`config.mk`:
```
export PLATFORM = sky130hd
export DESIGN_NAME = rbw_ctrl
export DESIGN_NICKNAME = d
export VERILOG_FILES = /design/src/rbw_pkg.sv /design/src/rbw_reg_if.sv /design/src/rbw_ctl_reg.sv /design/src/rbw_ctrl.sv /design/src/rbw_fall_wake.sv
export SDC_FILE = /design/constraint.sdc
export NUM_CORES = 1
export LEC_CHECK = 0
export BUFFER_PORTS_ARGS = -buffer_cell sky130_fd_sc_hd__buf_2
export CAP_MARGIN = 20
export CORE_ASPECT_RATIO = 0.5
export CORE_MARGIN = 4
export CORE_UTILIZATION = 40
export DETAILED_ROUTE_END_ITERATION = 10
export GPL_TIMING_DRIVEN = 1
export HOLD_SLACK_MARGIN = 0.03
export PLACE_DENSITY_LB_ADDON = 0.2
export SKIP_CTS_REPAIR_TIMING = 1
export SYNTH_ARGS = -nofsm -noshare
export SYNTH_HDL_FRONTEND = slang
export SYNTH_SLANG_ARGS = --single-unit
```
`constraint.sdc`:
```
create_clock -name clk -period 2.37 [get_ports clk]
set_input_delay 0.3555 -clock clk [delete_from_list [all_inputs] [get_ports clk]]
set_output_delay 0.3555 -clock clk [all_outputs]
set_load 0.05 [all_outputs]
```
`src/rbw_pkg.sv`:
```
// Shared constants and types for the RAM back-up and wakeup controller
`default_nettype none
package rbw_pkg;
  localparam int unsigned NIB_W         = 4;
  localparam int unsigned NUM_REGS      = 9;
  localparam int unsigned REG_IDX_W     = 4;
  // Register slots reached by the accumulator transfer commands
  localparam logic [3:0]  REG_KEY_WAKE0 = 4'h0;
  localparam logic [3:0]  REG_KEY_WAKE1 = 4'h1;
  localparam logic [3:0]  REG_KEY_WAKEK2 = 4'h2;
  localparam logic [3:0]  REG_WAKE_COND = 4'h3;
  localparam logic [3:0]  REG_PULLUP0   = 4'h4;
  localparam logic [3:0]  REG_PULLUP1   = 4'h5;
  localparam logic [3:0]  REG_PULLUP2   = 4'h6;
  localparam logic [3:0]  REG_IRQ0_CTL  = 4'h7;
  localparam logic [3:0]  REG_IRQ1_CTL  = 4'h8;
  localparam logic [3:0]  REG_RESET_VAL = 4'h0;
  // Wake condition register fields
  localparam int unsigned WC_IRQ0_EN    = 0;
  localparam int unsigned WC_IRQ0_EDGE  = 1;
  localparam int unsigned WC_IRQ1_EN    = 2;
  localparam int unsigned WC_IRQ1_EDGE  = 3;
  // Interrupt pin control: bit giving the valid level (1 = high / rising)
  localparam int unsigned PIN_POL_BIT   = 2;
  // Key wake K2 register fields
  localparam int unsigned K2_P20        = 0;
  localparam int unsigned K2_P21        = 1;
  localparam int unsigned K2_PORTK      = 2;
  localparam int unsigned KEY_BITS      = 11;
  // Program restart point and stack pointer value after back-up
  localparam logic [13:0] RESTART_ADDR  = 14'h0000;
  localparam logic [2:0]  SP_BACKUP_VAL = 3'h7;
  // Timing
  localparam int unsigned CLK_PERIOD_NS = 50;
  localparam int unsigned OSC_STAB_NS   = 2000;
  localparam int unsigned OSC_STAB_CYC  =
    (OSC_STAB_NS + CLK_PERIOD_NS - 1) / CLK_PERIOD_NS;
  localparam int unsigned STAB_CNT_W    = 12;

  typedef enum logic [2:0] {
    OP_NONE,
    OP_ARM,
    OP_ENTER,
    OP_SKIP_WARM,
    OP_WRITE_REG,
    OP_READ_REG,
    OP_OTHER
  } rbw_op_t;

  typedef enum {
    ST_RUN,
    ST_BACKUP,
    ST_STABILISE
  } rbw_state_t;
endpackage : rbw_pkg
`default_nettype wire

```
`src/rbw_reg_if.sv`:
```
// Carrier between the controller and one retained control register
`default_nettype none
interface rbw_reg_if #(parameter int unsigned W = 4);
  logic         wr;
  logic [W-1:0] wdata;
  logic         clr;
  logic [W-1:0] q;
  modport host  (output wr, output wdata, output clr, input q);
  modport store (input wr, input wdata, input clr, output q);
endinterface : rbw_reg_if
`default_nettype wire
```
`src/rbw_ctl_reg.sv`:
```
// One retained control register: cleared by reset and cold start only
`default_nettype none
module rbw_ctl_reg
  import rbw_pkg::*;
#(
  parameter int unsigned W = 4
) (
  input  wire logic clk,
  input  wire logic rst,
  rbw_reg_if.store  port
);
  logic [W-1:0] q_q;
  logic [W-1:0] q_d;

  // Back-up entry never touches this value; only reset and cold start clear it
  assign q_d = port.clr ? W'(REG_RESET_VAL) : (port.wr ? port.wdata : q_q);

  always_ff @(posedge clk) begin
    if (rst) begin
      q_q <= W'(REG_RESET_VAL);
    end else begin
      q_q <= q_d;
    end
  end

  assign port.q = q_q;
endmodule : rbw_ctl_reg
`default_nettype wire

```
`src/rbw_ctrl.sv`:
```
// RAM back-up entry, external wakeup and warm/cold start control
`default_nettype none
module rbw_ctrl
  import rbw_pkg::*;
(
  input  wire logic                 clk,
  input  wire logic                 rst,
  input  wire logic                 instr_valid,
  input  wire rbw_pkg::rbw_op_t     instr_op,
  input  wire logic [3:0]           instr_reg_sel,
  input  wire logic [3:0]           acc_in,
  output logic      [3:0]           acc_out,
  output logic                      skip_next,
  input  wire logic                 reset_pin_n,
  input  wire logic                 soft_system_reset_cmd,
  input  wire logic                 watchdog_reset,
  input  wire logic                 power_on_reset,
  input  wire logic                 supply_drop_reset,
  input  wire logic                 supply_drop_level,
  input  wire logic [3:0]           port0_in,
  input  wire logic [3:0]           port1_in,
  input  wire logic [1:0]           port2_in,
  input  wire logic                 port_k_in,
  input  wire logic                 ext_irq_pin_zero,
  input  wire logic                 ext_irq_pin_one,
  output logic                      osc_enable,
  output logic                      cpu_hold,
  output logic                      cpu_restart,
  output logic [13:0]               restart_addr,
  output logic                      backup_init,
  output logic [2:0]                stack_init_val,
  output logic                      ports_hold,
  output logic                      carrier_counter_pin_low,
  output logic                      supply_drop_enable,
  output logic                      supply_drop_flag,
  output logic                      ext_irq0_flag_set,
  output logic                      ext_irq1_flag_set,
  output logic                      powerdown_flag,
  output logic [3:0]                pullup_port0,
  output logic [3:0]                pullup_port1,
  output logic [3:0]                pullup_port2,
  output logic [3:0]                irq0_pin_control,
  output logic [3:0]                irq1_pin_control
);
  rbw_state_t              state_q;
  rbw_state_t              state_d;
  logic                    armed_q;
  logic                    pdflag_q;
  logic                    pdflag_d;
  logic [STAB_CNT_W-1:0]   stab_cnt_q;
  logic [STAB_CNT_W-1:0]   stab_cnt_d;
  logic [3:0]              acc_out_q;
  logic                    skip_q;
  logic                    restart_q;
  logic                    init_q;
  logic                    irq0_set_q;
  logic                    irq1_set_q;
  logic [3:0]              reg_q [NUM_REGS];

  // Instruction decode
  wire in_run       = (state_q == ST_RUN);
  wire in_backup    = (state_q == ST_BACKUP);
  wire in_stab      = (state_q == ST_STABILISE);
  wire op_arm       = instr_valid && in_run && (instr_op == OP_ARM);
  wire op_enter     = instr_valid && in_run && (instr_op == OP_ENTER);
  wire op_skip      = instr_valid && in_run && (instr_op == OP_SKIP_WARM);
  wire op_wr        = instr_valid && in_run && (instr_op == OP_WRITE_REG);
  wire op_rd        = instr_valid && in_run && (instr_op == OP_READ_REG);
  wire sel_ok       = (32'(instr_reg_sel) < NUM_REGS);
  wire enter_backup = op_enter && armed_q;

  // Supply-drop reset is ignored while the detector is switched off
  wire drop_reset_live = supply_drop_reset && !in_backup;
  wire pin_reset_hit   = !reset_pin_n;
  // Every cold source ends in the same restart; the flag tells software which
  // kind of start it was, not which source caused it
  wire cold_start      = pin_reset_hit || soft_system_reset_cmd || watchdog_reset ||
                         power_on_reset || drop_reset_live;

  // Retained registers, one instance per slot
  genvar gi;
  generate
    for (gi = 0; gi < NUM_REGS; gi++) begin : g_reg
      rbw_reg_if #(.W(NIB_W)) rif ();
      assign rif.wr    = op_wr && (instr_reg_sel == REG_IDX_W'(gi)) && !cold_start;
      assign rif.wdata = acc_in;
      assign rif.clr   = cold_start;
      assign reg_q[gi] = rif.q;
      rbw_ctl_reg #(.W(NIB_W)) u_reg (
        .clk  (clk),
        .rst  (rst),
        .port (rif.store)
      );
    end
  endgenerate

  wire [3:0] key0_en  = reg_q[REG_KEY_WAKE0];
  wire [3:0] key1_en  = reg_q[REG_KEY_WAKE1];
  wire [3:0] key2_en  = reg_q[REG_KEY_WAKEK2];
  wire [3:0] wake_cnd = reg_q[REG_WAKE_COND];

  // Key-on wakeup: falling edge on any enabled bit
  wire [KEY_BITS-1:0] key_sample = {port_k_in, port2_in, port1_in, port0_in};
  wire [KEY_BITS-1:0] key_enable = {key2_en[K2_PORTK], key2_en[K2_P21], key2_en[K2_P20],
                                    key1_en, key0_en};
  wire [KEY_BITS-1:0] key_fall;

  rbw_fall_wake #(.W(KEY_BITS)) u_key_wake (
    .clk      (clk),
    .rst      (rst),
    .watch    (in_backup),
    .sample   (key_sample),
    .enable   (key_enable),
    .fall_hit (key_fall),
    .low_hit  ()
  );

  // Interrupt pins: inverting by the valid polarity turns both level and
  // edge choices into a low level or a falling edge
  // The input enable bit of a pin control register is storage only; the wake
  // condition register alone decides whether a pin may wake the device
  wire       pol0       = reg_q[REG_IRQ0_CTL][PIN_POL_BIT];
  wire       pol1       = reg_q[REG_IRQ1_CTL][PIN_POL_BIT];
  wire [1:0] pin_sample = {ext_irq_pin_one ^ pol1, ext_irq_pin_zero ^ pol0};
  wire [1:0] pin_enable = {wake_cnd[WC_IRQ1_EN], wake_cnd[WC_IRQ0_EN]};
  wire [1:0] pin_edge   = {wake_cnd[WC_IRQ1_EDGE], wake_cnd[WC_IRQ0_EDGE]};
  wire [1:0] pin_fall;
  wire [1:0] pin_low;

  rbw_fall_wake #(.W(2)) u_pin_wake (
    .clk      (clk),
    .rst      (rst),
    .watch    (in_backup),
    .sample   (pin_sample),
    .enable   (pin_enable),
    .fall_hit (pin_fall),
    .low_hit  (pin_low)
  );

  // Zero selects level return, one selects edge return
  wire [1:0] pin_edge_wake  = pin_fall & pin_edge;
  wire [1:0] pin_level_wake = pin_low & ~pin_edge;
  wire       wake_event     = (|key_fall) || (|pin_edge_wake) || (|pin_level_wake);
  // Wait rounded up to whole cycles so it never falls short of the oscillator time
  wire       stab_done      = (stab_cnt_q == STAB_CNT_W'(OSC_STAB_CYC - 1));
  wire       wake_done      = in_stab && stab_done;

  // Sequencer
  // The block's own logic keeps running in back-up: it stands for the always-on
  // wake detectors, while osc_enable stops the core clock outside it
  always_comb begin
    state_d    = state_q;
    stab_cnt_d = stab_cnt_q;
    case (state_q)
      ST_RUN: begin
        if (enter_backup) begin
          state_d = ST_BACKUP;
        end
      end
      ST_BACKUP: begin
        stab_cnt_d = '0;
        if (wake_event) begin
          state_d = ST_STABILISE;
        end
      end
      ST_STABILISE: begin
        stab_cnt_d = stab_cnt_q + STAB_CNT_W'(1);
        if (stab_done) begin
          state_d = ST_RUN;
        end
      end
      default: begin
        state_d = ST_RUN;
      end
    endcase
    if (cold_start) begin
      state_d    = ST_RUN;
      stab_cnt_d = '0;
    end
  end

  // Power-down flag: a cold start outranks entry in the same cycle
  always_comb begin
    pdflag_d = pdflag_q;
    if (cold_start) begin
      pdflag_d = 1'b0;
    end else if (enter_backup) begin
      pdflag_d = 1'b1;
    end
  end

  always_ff @(posedge clk) begin
    if (rst) begin
      state_q    <= ST_RUN;
      stab_cnt_q <= '0;
      pdflag_q   <= 1'b0;
    end else begin
      state_q    <= state_d;
      stab_cnt_q <= stab_cnt_d;
      pdflag_q   <= pdflag_d;
    end
  end

  // Arming lasts exactly one instruction; any other instruction disarms
  // Idle cycles between arm and enter leave the arming in place
  always_ff @(posedge clk) begin
    if (rst || cold_start) begin
      armed_q <= 1'b0;
    end else if (instr_valid) begin
      armed_q <= op_arm;
    end
  end

  // Restart pulse ends both cold start and stabilised wakeup
  always_ff @(posedge clk) begin
    if (rst) begin
      restart_q <= 1'b1;
      init_q    <= 1'b0;
    end else begin
      restart_q <= cold_start || wake_done;
      init_q    <= enter_backup && !cold_start;
    end
  end

  // Only edge returns raise the external interrupt request flags
  // A level return would hold while the pin stays active, so it raises none
  always_ff @(posedge clk) begin
    if (rst) begin
      irq0_set_q <= 1'b0;
      irq1_set_q <= 1'b0;
    end else begin
      irq0_set_q <= in_backup && pin_edge_wake[0];
      irq1_set_q <= in_backup && pin_edge_wake[1];
    end
  end

  // Accumulator reads and the warm-start skip test
  // Slots past the last register read as zero rather than as an unknown
  wire [3:0] rd_data = sel_ok ? reg_q[instr_reg_sel] : 4'h0;

  always_ff @(posedge clk) begin
    if (rst) begin
      acc_out_q <= 4'h0;
      skip_q    <= 1'b0;
    end else begin
      if (op_rd) begin
        acc_out_q <= rd_data;
      end
      skip_q <= op_skip && pdflag_q;
    end
  end

  // Outputs
  // Pin holds follow the state directly, so they end as the oscillator restarts
  assign acc_out                 = acc_out_q;
  assign skip_next               = skip_q;
  assign osc_enable              = !in_backup;
  assign cpu_hold                = !in_run;
  assign cpu_restart             = restart_q;
  assign restart_addr            = RESTART_ADDR;
  assign backup_init             = init_q;
  assign stack_init_val          = SP_BACKUP_VAL;
  assign ports_hold              = in_backup;
  assign carrier_counter_pin_low = in_backup;
  assign supply_drop_enable      = !in_backup;
  assign supply_drop_flag        = supply_drop_level && !in_backup;
  assign ext_irq0_flag_set       = irq0_set_q;
  assign ext_irq1_flag_set       = irq1_set_q;
  assign powerdown_flag          = pdflag_q;
  assign pullup_port0            = reg_q[REG_PULLUP0];
  assign pullup_port1            = reg_q[REG_PULLUP1];
  assign pullup_port2            = reg_q[REG_PULLUP2];
  assign irq0_pin_control        = reg_q[REG_IRQ0_CTL];
  assign irq1_pin_control        = reg_q[REG_IRQ1_CTL];
endmodule : rbw_ctrl
`default_nettype wire

```
`src/rbw_fall_wake.sv`:
```
// Per-bit falling-edge and low-level wakeup detector
`default_nettype none
module rbw_fall_wake
  import rbw_pkg::*;
#(
  parameter int unsigned W = 4
) (
  input  wire logic         clk,
  input  wire logic         rst,
  input  wire logic         watch,
  input  wire logic [W-1:0] sample,
  input  wire logic [W-1:0] enable,
  output logic      [W-1:0] fall_hit,
  output logic      [W-1:0] low_hit
);
  logic [W-1:0] prev_q;

  // Previous level tracks continuously so the first back-up cycle sees the
  // level from before entry
  always_ff @(posedge clk) begin
    if (rst) begin
      prev_q <= '1;
    end else begin
      prev_q <= sample;
    end
  end

  assign fall_hit = {W{watch}} & enable & prev_q & ~sample;
  assign low_hit  = {W{watch}} & enable & ~sample;
endmodule : rbw_fall_wake
`default_nettype wire

```
After elaboration in Yosys (flattened, before gate mapping)

Index checks and enable logic that the tools add are counted.

Bits in registers: 104
Bits of input ports: 33
Output and inout bits: 53
Word-level logic and storage cells: 122

Add/subtract/negate cells: 1
$lt $le $gt $ge: 2
Equality and inequality tests: 21
Mux-type cells: 9
Bitwise gates (word level): 15
Reduce and logical (&&, ||, !) cells: 53

Operators with widths:

| operator              | number |
|---|---|
| $mux 32               | 3 |
| $pmux 32 s3           | 1 |
| $eq 32x2->1 const B   | 2 |
| $logic_not 32->1      | 2 |
| $and 11x11->11        | 3 |
| $eq 32x1->1 const B   | 1 |
| $eq 32x3->1 const B   | 1 |
| $logic_and 1x1->1     | 32 |
| $pmux 12 s2           | 1 |
| $bmux 4 s4            | 1 |
| $eq 4x3->1 const B    | 4 |
| $add 12x1->12 const B | 1 |
| $and 2x2->2           | 6 |
| $eq 12x6->1 const B   | 1 |
| $mux 4                | 3 |
| $not 11->11           | 1 |
| $reduce_or 11->1      | 1 |
| $eq 4x2->1 const B    | 2 |
| $logic_or 1x1->1      | 8 |
| $eq 3x2->1 const B    | 2 |
| $eq 3x3->1 const B    | 2 |
| $ne 2x2->1 const B    | 3 |
| $reduce_or 2->1       | 3 |
| $ge 5x5->1 const B    | 1 |
| 11 further kinds      | 16 |

Depth between registers and ports, before layout

Depth in word-level cells: 10
Mapped depth: 8

Hierarchy

From an unflattened synthesis, not the netlist that was laid out.

Cell total of the unflattened synthesis: 382
Area, all modules: 3,634.7 µm²

By module, submodules not included:

| module                      | instances | cells an instance | area an instance (µm²) | sequential area each (µm²) |
|---|---|---|---|---|
| rbw_ctrl                    | 1         | 210               | 1,722.9                | 500.5 |
| rbw_ctl_reg                 | 9         | 13                | 145.1                  | 80.1 |
| rbw_fall_wake at u_key_wake | 1         | 47                | 513.0                  | 220.2 |
| rbw_fall_wake at u_pin_wake | 1         | 8                 | 92.6                   | 40.0 |

Worst setup path before layout

Ideal clock, no wire load.

Kind: register to output
From: reg state_q[1]
To: out supply_drop_enable
Arrival time: 1.737 ns
Path slack: 0.277 ns
Stages on the path, launching flop included: 5
Path through: dfxtp_1 -> inv_1 -> ha_1 -> inv_1 -> buf_4

Word-level cells in the longest chain between the ends: 2

Ends and longest elaborated chain:

| item                        | line            | RTL |
|---|---|---|
| from (decl)                 | rbw_ctrl.sv:45  | `rbw_state_t state_q;` |
| from (signal assigned)      | rbw_ctrl.sv:198 | `state_q <= state_d;` |
| $eq 32x2->1                 | rbw_ctrl.sv:62  | `wire in_backup = (state_q == ST_BACKUP);` |
| net carrier_counter_pin_low | rbw_ctrl.sv:33  | `output logic carrier_counter_pin_low,` |
| $logic_not 1->1             | --              |  |
| to (decl)                   | rbw_ctrl.sv:34  | `output logic supply_drop_enable,` |

The timed path passes the listed nets, and every way through them passes these cells.

Worst setup path in the final report

From: reg state_q[1]
To: reg g_reg[6].u_reg.q_q[2]

Word-level cells in the longest chain between the ends: 6

Ends and longest elaborated chain:

| item                 | line              | RTL |
|---|---|---|
| $eq 32x2->1          | rbw_ctrl.sv:62    |  |
| $logic_not 1->1      | rbw_ctrl.sv:73    | `wire drop_reset_live = supply_drop_reset && !in_backup;` |
| $logic_and 1x1->1    | rbw_ctrl.sv:73    |  |
| $logic_or 1x1->1     | rbw_ctrl.sv:78    | `power_on_reset \|\| drop_reset_live;` |
| $logic_not 1->1      | rbw_ctrl.sv:85    | `assign rif.wr = op_wr && (instr_reg_sel == REG_IDX_W'(gi)) && !cold_start;` |
| $logic_and 1x1->1    | rbw_ctrl.sv:85    |  |
| to (signal assigned) | rbw_ctl_reg.sv:20 | `q_q <= W'(REG_RESET_VAL);` |
| to (signal assigned) | rbw_ctl_reg.sv:22 | `q_q <= q_d;` |
| to (decl)            | rbw_ctl_reg.sv:12 | `logic [W-1:0] q_q;` |

Parallel ways exist; a longest one is shown, timed or not.
A chain may end at the register's enable or synchronous reset.

==> metrics.yaml <==
floorplanning:
  fp.dieArea_sq_um: 10200
  dieWidth_um: 139
  core-area_sq_um: 8170
  rows: 23
  die_height_um: 73.6
  initial_core_util_pct: 42.1
  io-pin-count: 86
clocking:
  cts_tree: "built"
  cts-buffers-inserted: 9
  root_buffer: "clkbuf_16"
  ctsLongestPathBuffers: 2
  h-tree-depth: 3
  worstSkewPairLatency_ns: 0.33
  clkTransAtPathRegs_ns: 0.06
  cts_sinks: 74
synth:
  netlist.area_leader.share_pct: 43.0
  synth_edf_count: 0
  synth-main-ff-cell: "dfxtp_1"
  synthArstFlopShare_pct: 0
  ys_warn_count: 0
  synthTopCellsByCount: "dfxtp_1 (74), nor2_1 (54), mux2i_1 (46)"
  synth_most_common_cell: "dfxtp_1"
  synth.avg_cell_area_sq_um: 9.20
  synth_largest_area_cell: "dfxtp_1"
  syn-instance-count: 374
  synth_area_sq_um: 3440
  yosysUniqueCellTypes: 43
  synth_area_leaders: "dfxtp_1 (43%), mux2i_1 (13%), nor2_1 (5.9%)"
  yosysSeqAreaShare_pct: 43.0
  ys_ff_latch: 74
power_and_ir_drop:
  ir_worst_vdd_mv: 0.366
  p_switching_uw: 668
  p_clk_share_pct: 50.6
  p_per_area_nw_per_um2: 704
  pwr-share-seq_pct: 43.4
  combPwrFrac_pct: 6.0
  p_sw_share_pct: 23.0
  p_int_mw: 2.23
  p_leak_nw: 1.80
global_routing:
  antenna_found_initial: 0
  track_usage_pct: 16.3
  overflow: 0
  first_global_vias: 2517
  grt_max_degree: 42
  grt_pass1_wl_um: 13000
timing:
  tightest_slew_ns: 0.702
  maxSlewViolCount: 0
  clock.fmax_mhz: 498
  fin_skew_ns: 0.00586
  fin_setup_tns_ns: 0
  max_slew_margin_pct: 52.9
  hold_viol: 0
  finalCritPeriodShare_pct: 84.7
  rsz0062_at_grt: "no"
  timing.hold.ws_ns: 0.220
  finalSetupViolCount: 0
  setup_ws_ns: 0.364
  min_period_ns: 2.01
route:
  routedWlPerCell_um: 14.6
  drc: 0
  vias: 2683
  drtIter0Drc: 141
  via_per_inst: 4.86
  drt_wl_total_um: 8030
  firstDrtPassIters: 4
  ant_nets: 0
placed_design:
  gp_congestion: 0.807
  dp_hpwl_um: 5910
  io_buffers: 68
  dp_slack_ns: 0.354
  dp_cells: 536
layout:
  drive_gt1_share_pct: 24.5
  finalNonFillerCells: 552
  regArea_sq_um: 1480
  antenna_cells: 0
  area_growth_pct: 19.6
  multi_input_area_sq_um: 1740
  fill_cells: 801
  fin_nets: 474
flow_run:
  drv_cap: 0
critical_path:
  critical_path.slowest_cell: "o2111a_1"
  path_cells: "inv_1, ha_1, o2111a_1, nand4_1, mux2i_1, nor2_1"
  critPathLaunch: "state_q[1]$_SDFFE_PP0P_"
  cp_max_fo: 9
  worst_setup_path_start_kind: "flip-flop"
  worst_ep_arrival_time_ns: 2.22
  path_class: "flip-flop to flip-flop"
  cpPeakStageDelay_ns: 0.46
  critPathCaptureType: "flip-flop"
  required_ns: 2.59
  r2r_start: "state_q[1]$_SDFFE_PP0P_"
run_status:
  outcome: "finished clean"
hold_path:
  min_path_type: "input port to flip-flop"
  hp-start: "port1_in[3]"
## critical path: cells and delay by family (launching register included)
family | cells | cell delay, ns
compound gates | 1 | 0.46
simple gates | 2 | 0.45
flops | 1 | 0.32
mux | 1 | 0.27
fa+ha+maj | 1 | 0.26
buf+inv | 1 | 0.12
## state kept, by name (all words and copies together), names as in the netlist
name,flops
acc_out,4
armed_q,1
g.u_reg.port.q,36
u_key_wake.prev_q,11
stab_cnt_q,12
skip_next,1
ext_irq1_flag_set,1
backup_init,1
cpu_restart,1
u_pin_wake.prev_q,2
ext_irq0_flag_set,1
state_q,2
powerdown_flag,1
## area by class of cell
| cell class | count | share of cell area, % |
|---|---|---|
| Timing Repair Buffer | 73 | 9.48 |
| Multi-Input combinational cell | 266 | 42.2 |
| Inverter | 11 | 1.00 |
| Sequential cell | 74 | 36.0 |
| Clock inverter | 7 | 2.46 |
| Tap cell | 112 | 3.40 |
| Clock buffer | 9 | 5.47 |
## metal layers
layer | global-route usage, % | up-vias | part of all wire, %
li1 | - | 1367 | -
met1 | 21.5 | 1230 | 49
met2 | 26.1 | 77 | 44
met3 | 5.07 | 9 | 6.4
met4 | 4.56 | 0 | 1.0
met5 | 0 | - | 0
## stage by stage
stage | util, % | cell area, sq um | power [mW]
2_1_floorplan | - | 3500 | 1.43
3_3_place_gp | 46.4 | 3790 | 1.46
3_5_place_dp | 46.4 | 3790 | 1.46
4_1_cts | 50.4 | 4120 | 2.94
5_1_grt | 50.4 | 4120 | 3.01
6_report | 50.4 | 4120 | 2.90
## path summary, 6_finish.rpt
| path | endpoint | slack [ns] | depth (start not counted) |
|---|---|---|---|
| setup reg to reg | g_reg[6].u_reg.port.q[2]$_SDFFE_PP0P_ | 0.36 | 6 |
| hold / removal | u_key_wake.prev_q[7]$_SDFF_PP1_ | 0.22 | 2 |
| setup / recovery | g_reg[6].u_reg.port.q[2]$_SDFFE_PP0P_ | 0.36 | 6 |
| hold reg to reg | ext_irq0_flag_set$_SDFF_PP0_ | 0.45 | 2 |
## power groups by stage
stage               clock [mW]  sequential (mW)  combinational (mW)
global route              1.57             1.26               0.185
global placement             0             1.29               0.171
floorplan                    0             1.29               0.144
CTS                       1.51             1.26               0.172
finish                    1.47             1.26               0.173
detailed placement           0             1.29               0.172
## placed cells by master (no fill, tap or decap), types with 2 or more instances in the layout
cell	count
nor3_1	5
nand3_1	9
o21ai_0	19
o22ai_1	4
nand4_1	9
nor2b_1	7
nand3b_1	3
inv_6	2
and3_1	2
nand2b_1	4
inv_1	11
conb_1	17
clkinvlp_4	2
buf_2	68
nor2_1	54
ha_1	6
or2_2	12
nand2_1	28
mux4_2	4
dfxtp_1	74
buf_4	4
o2111ai_1	2
a21oi_1	4
a22oi_1	4
bufinv_16	2
xnor2_1	5
xor2_1	7
clkbuf_16	9
mux2i_1	46
## cells by family (layout without fill, tap and decap cells)
logic type / Yosys count / after routing / synth area share (%)
adders and majority gates: 6 / 6 / 2.18
buffers and inverters: 49 / 100 / 8.11
other: 2 / 17 / 0.218
xor gates and xnor gates: 12 / 12 / 3.05
and+or+nand+nor: 144 / 144 / 21.0
muxes: 50 / 50 / 16.0
DFF: 74 / 74 / 43.0
AOI/OAI and AO/OA: 37 / 37 / 6.43
No activity file was read; power rests on OpenSTA's default activity.
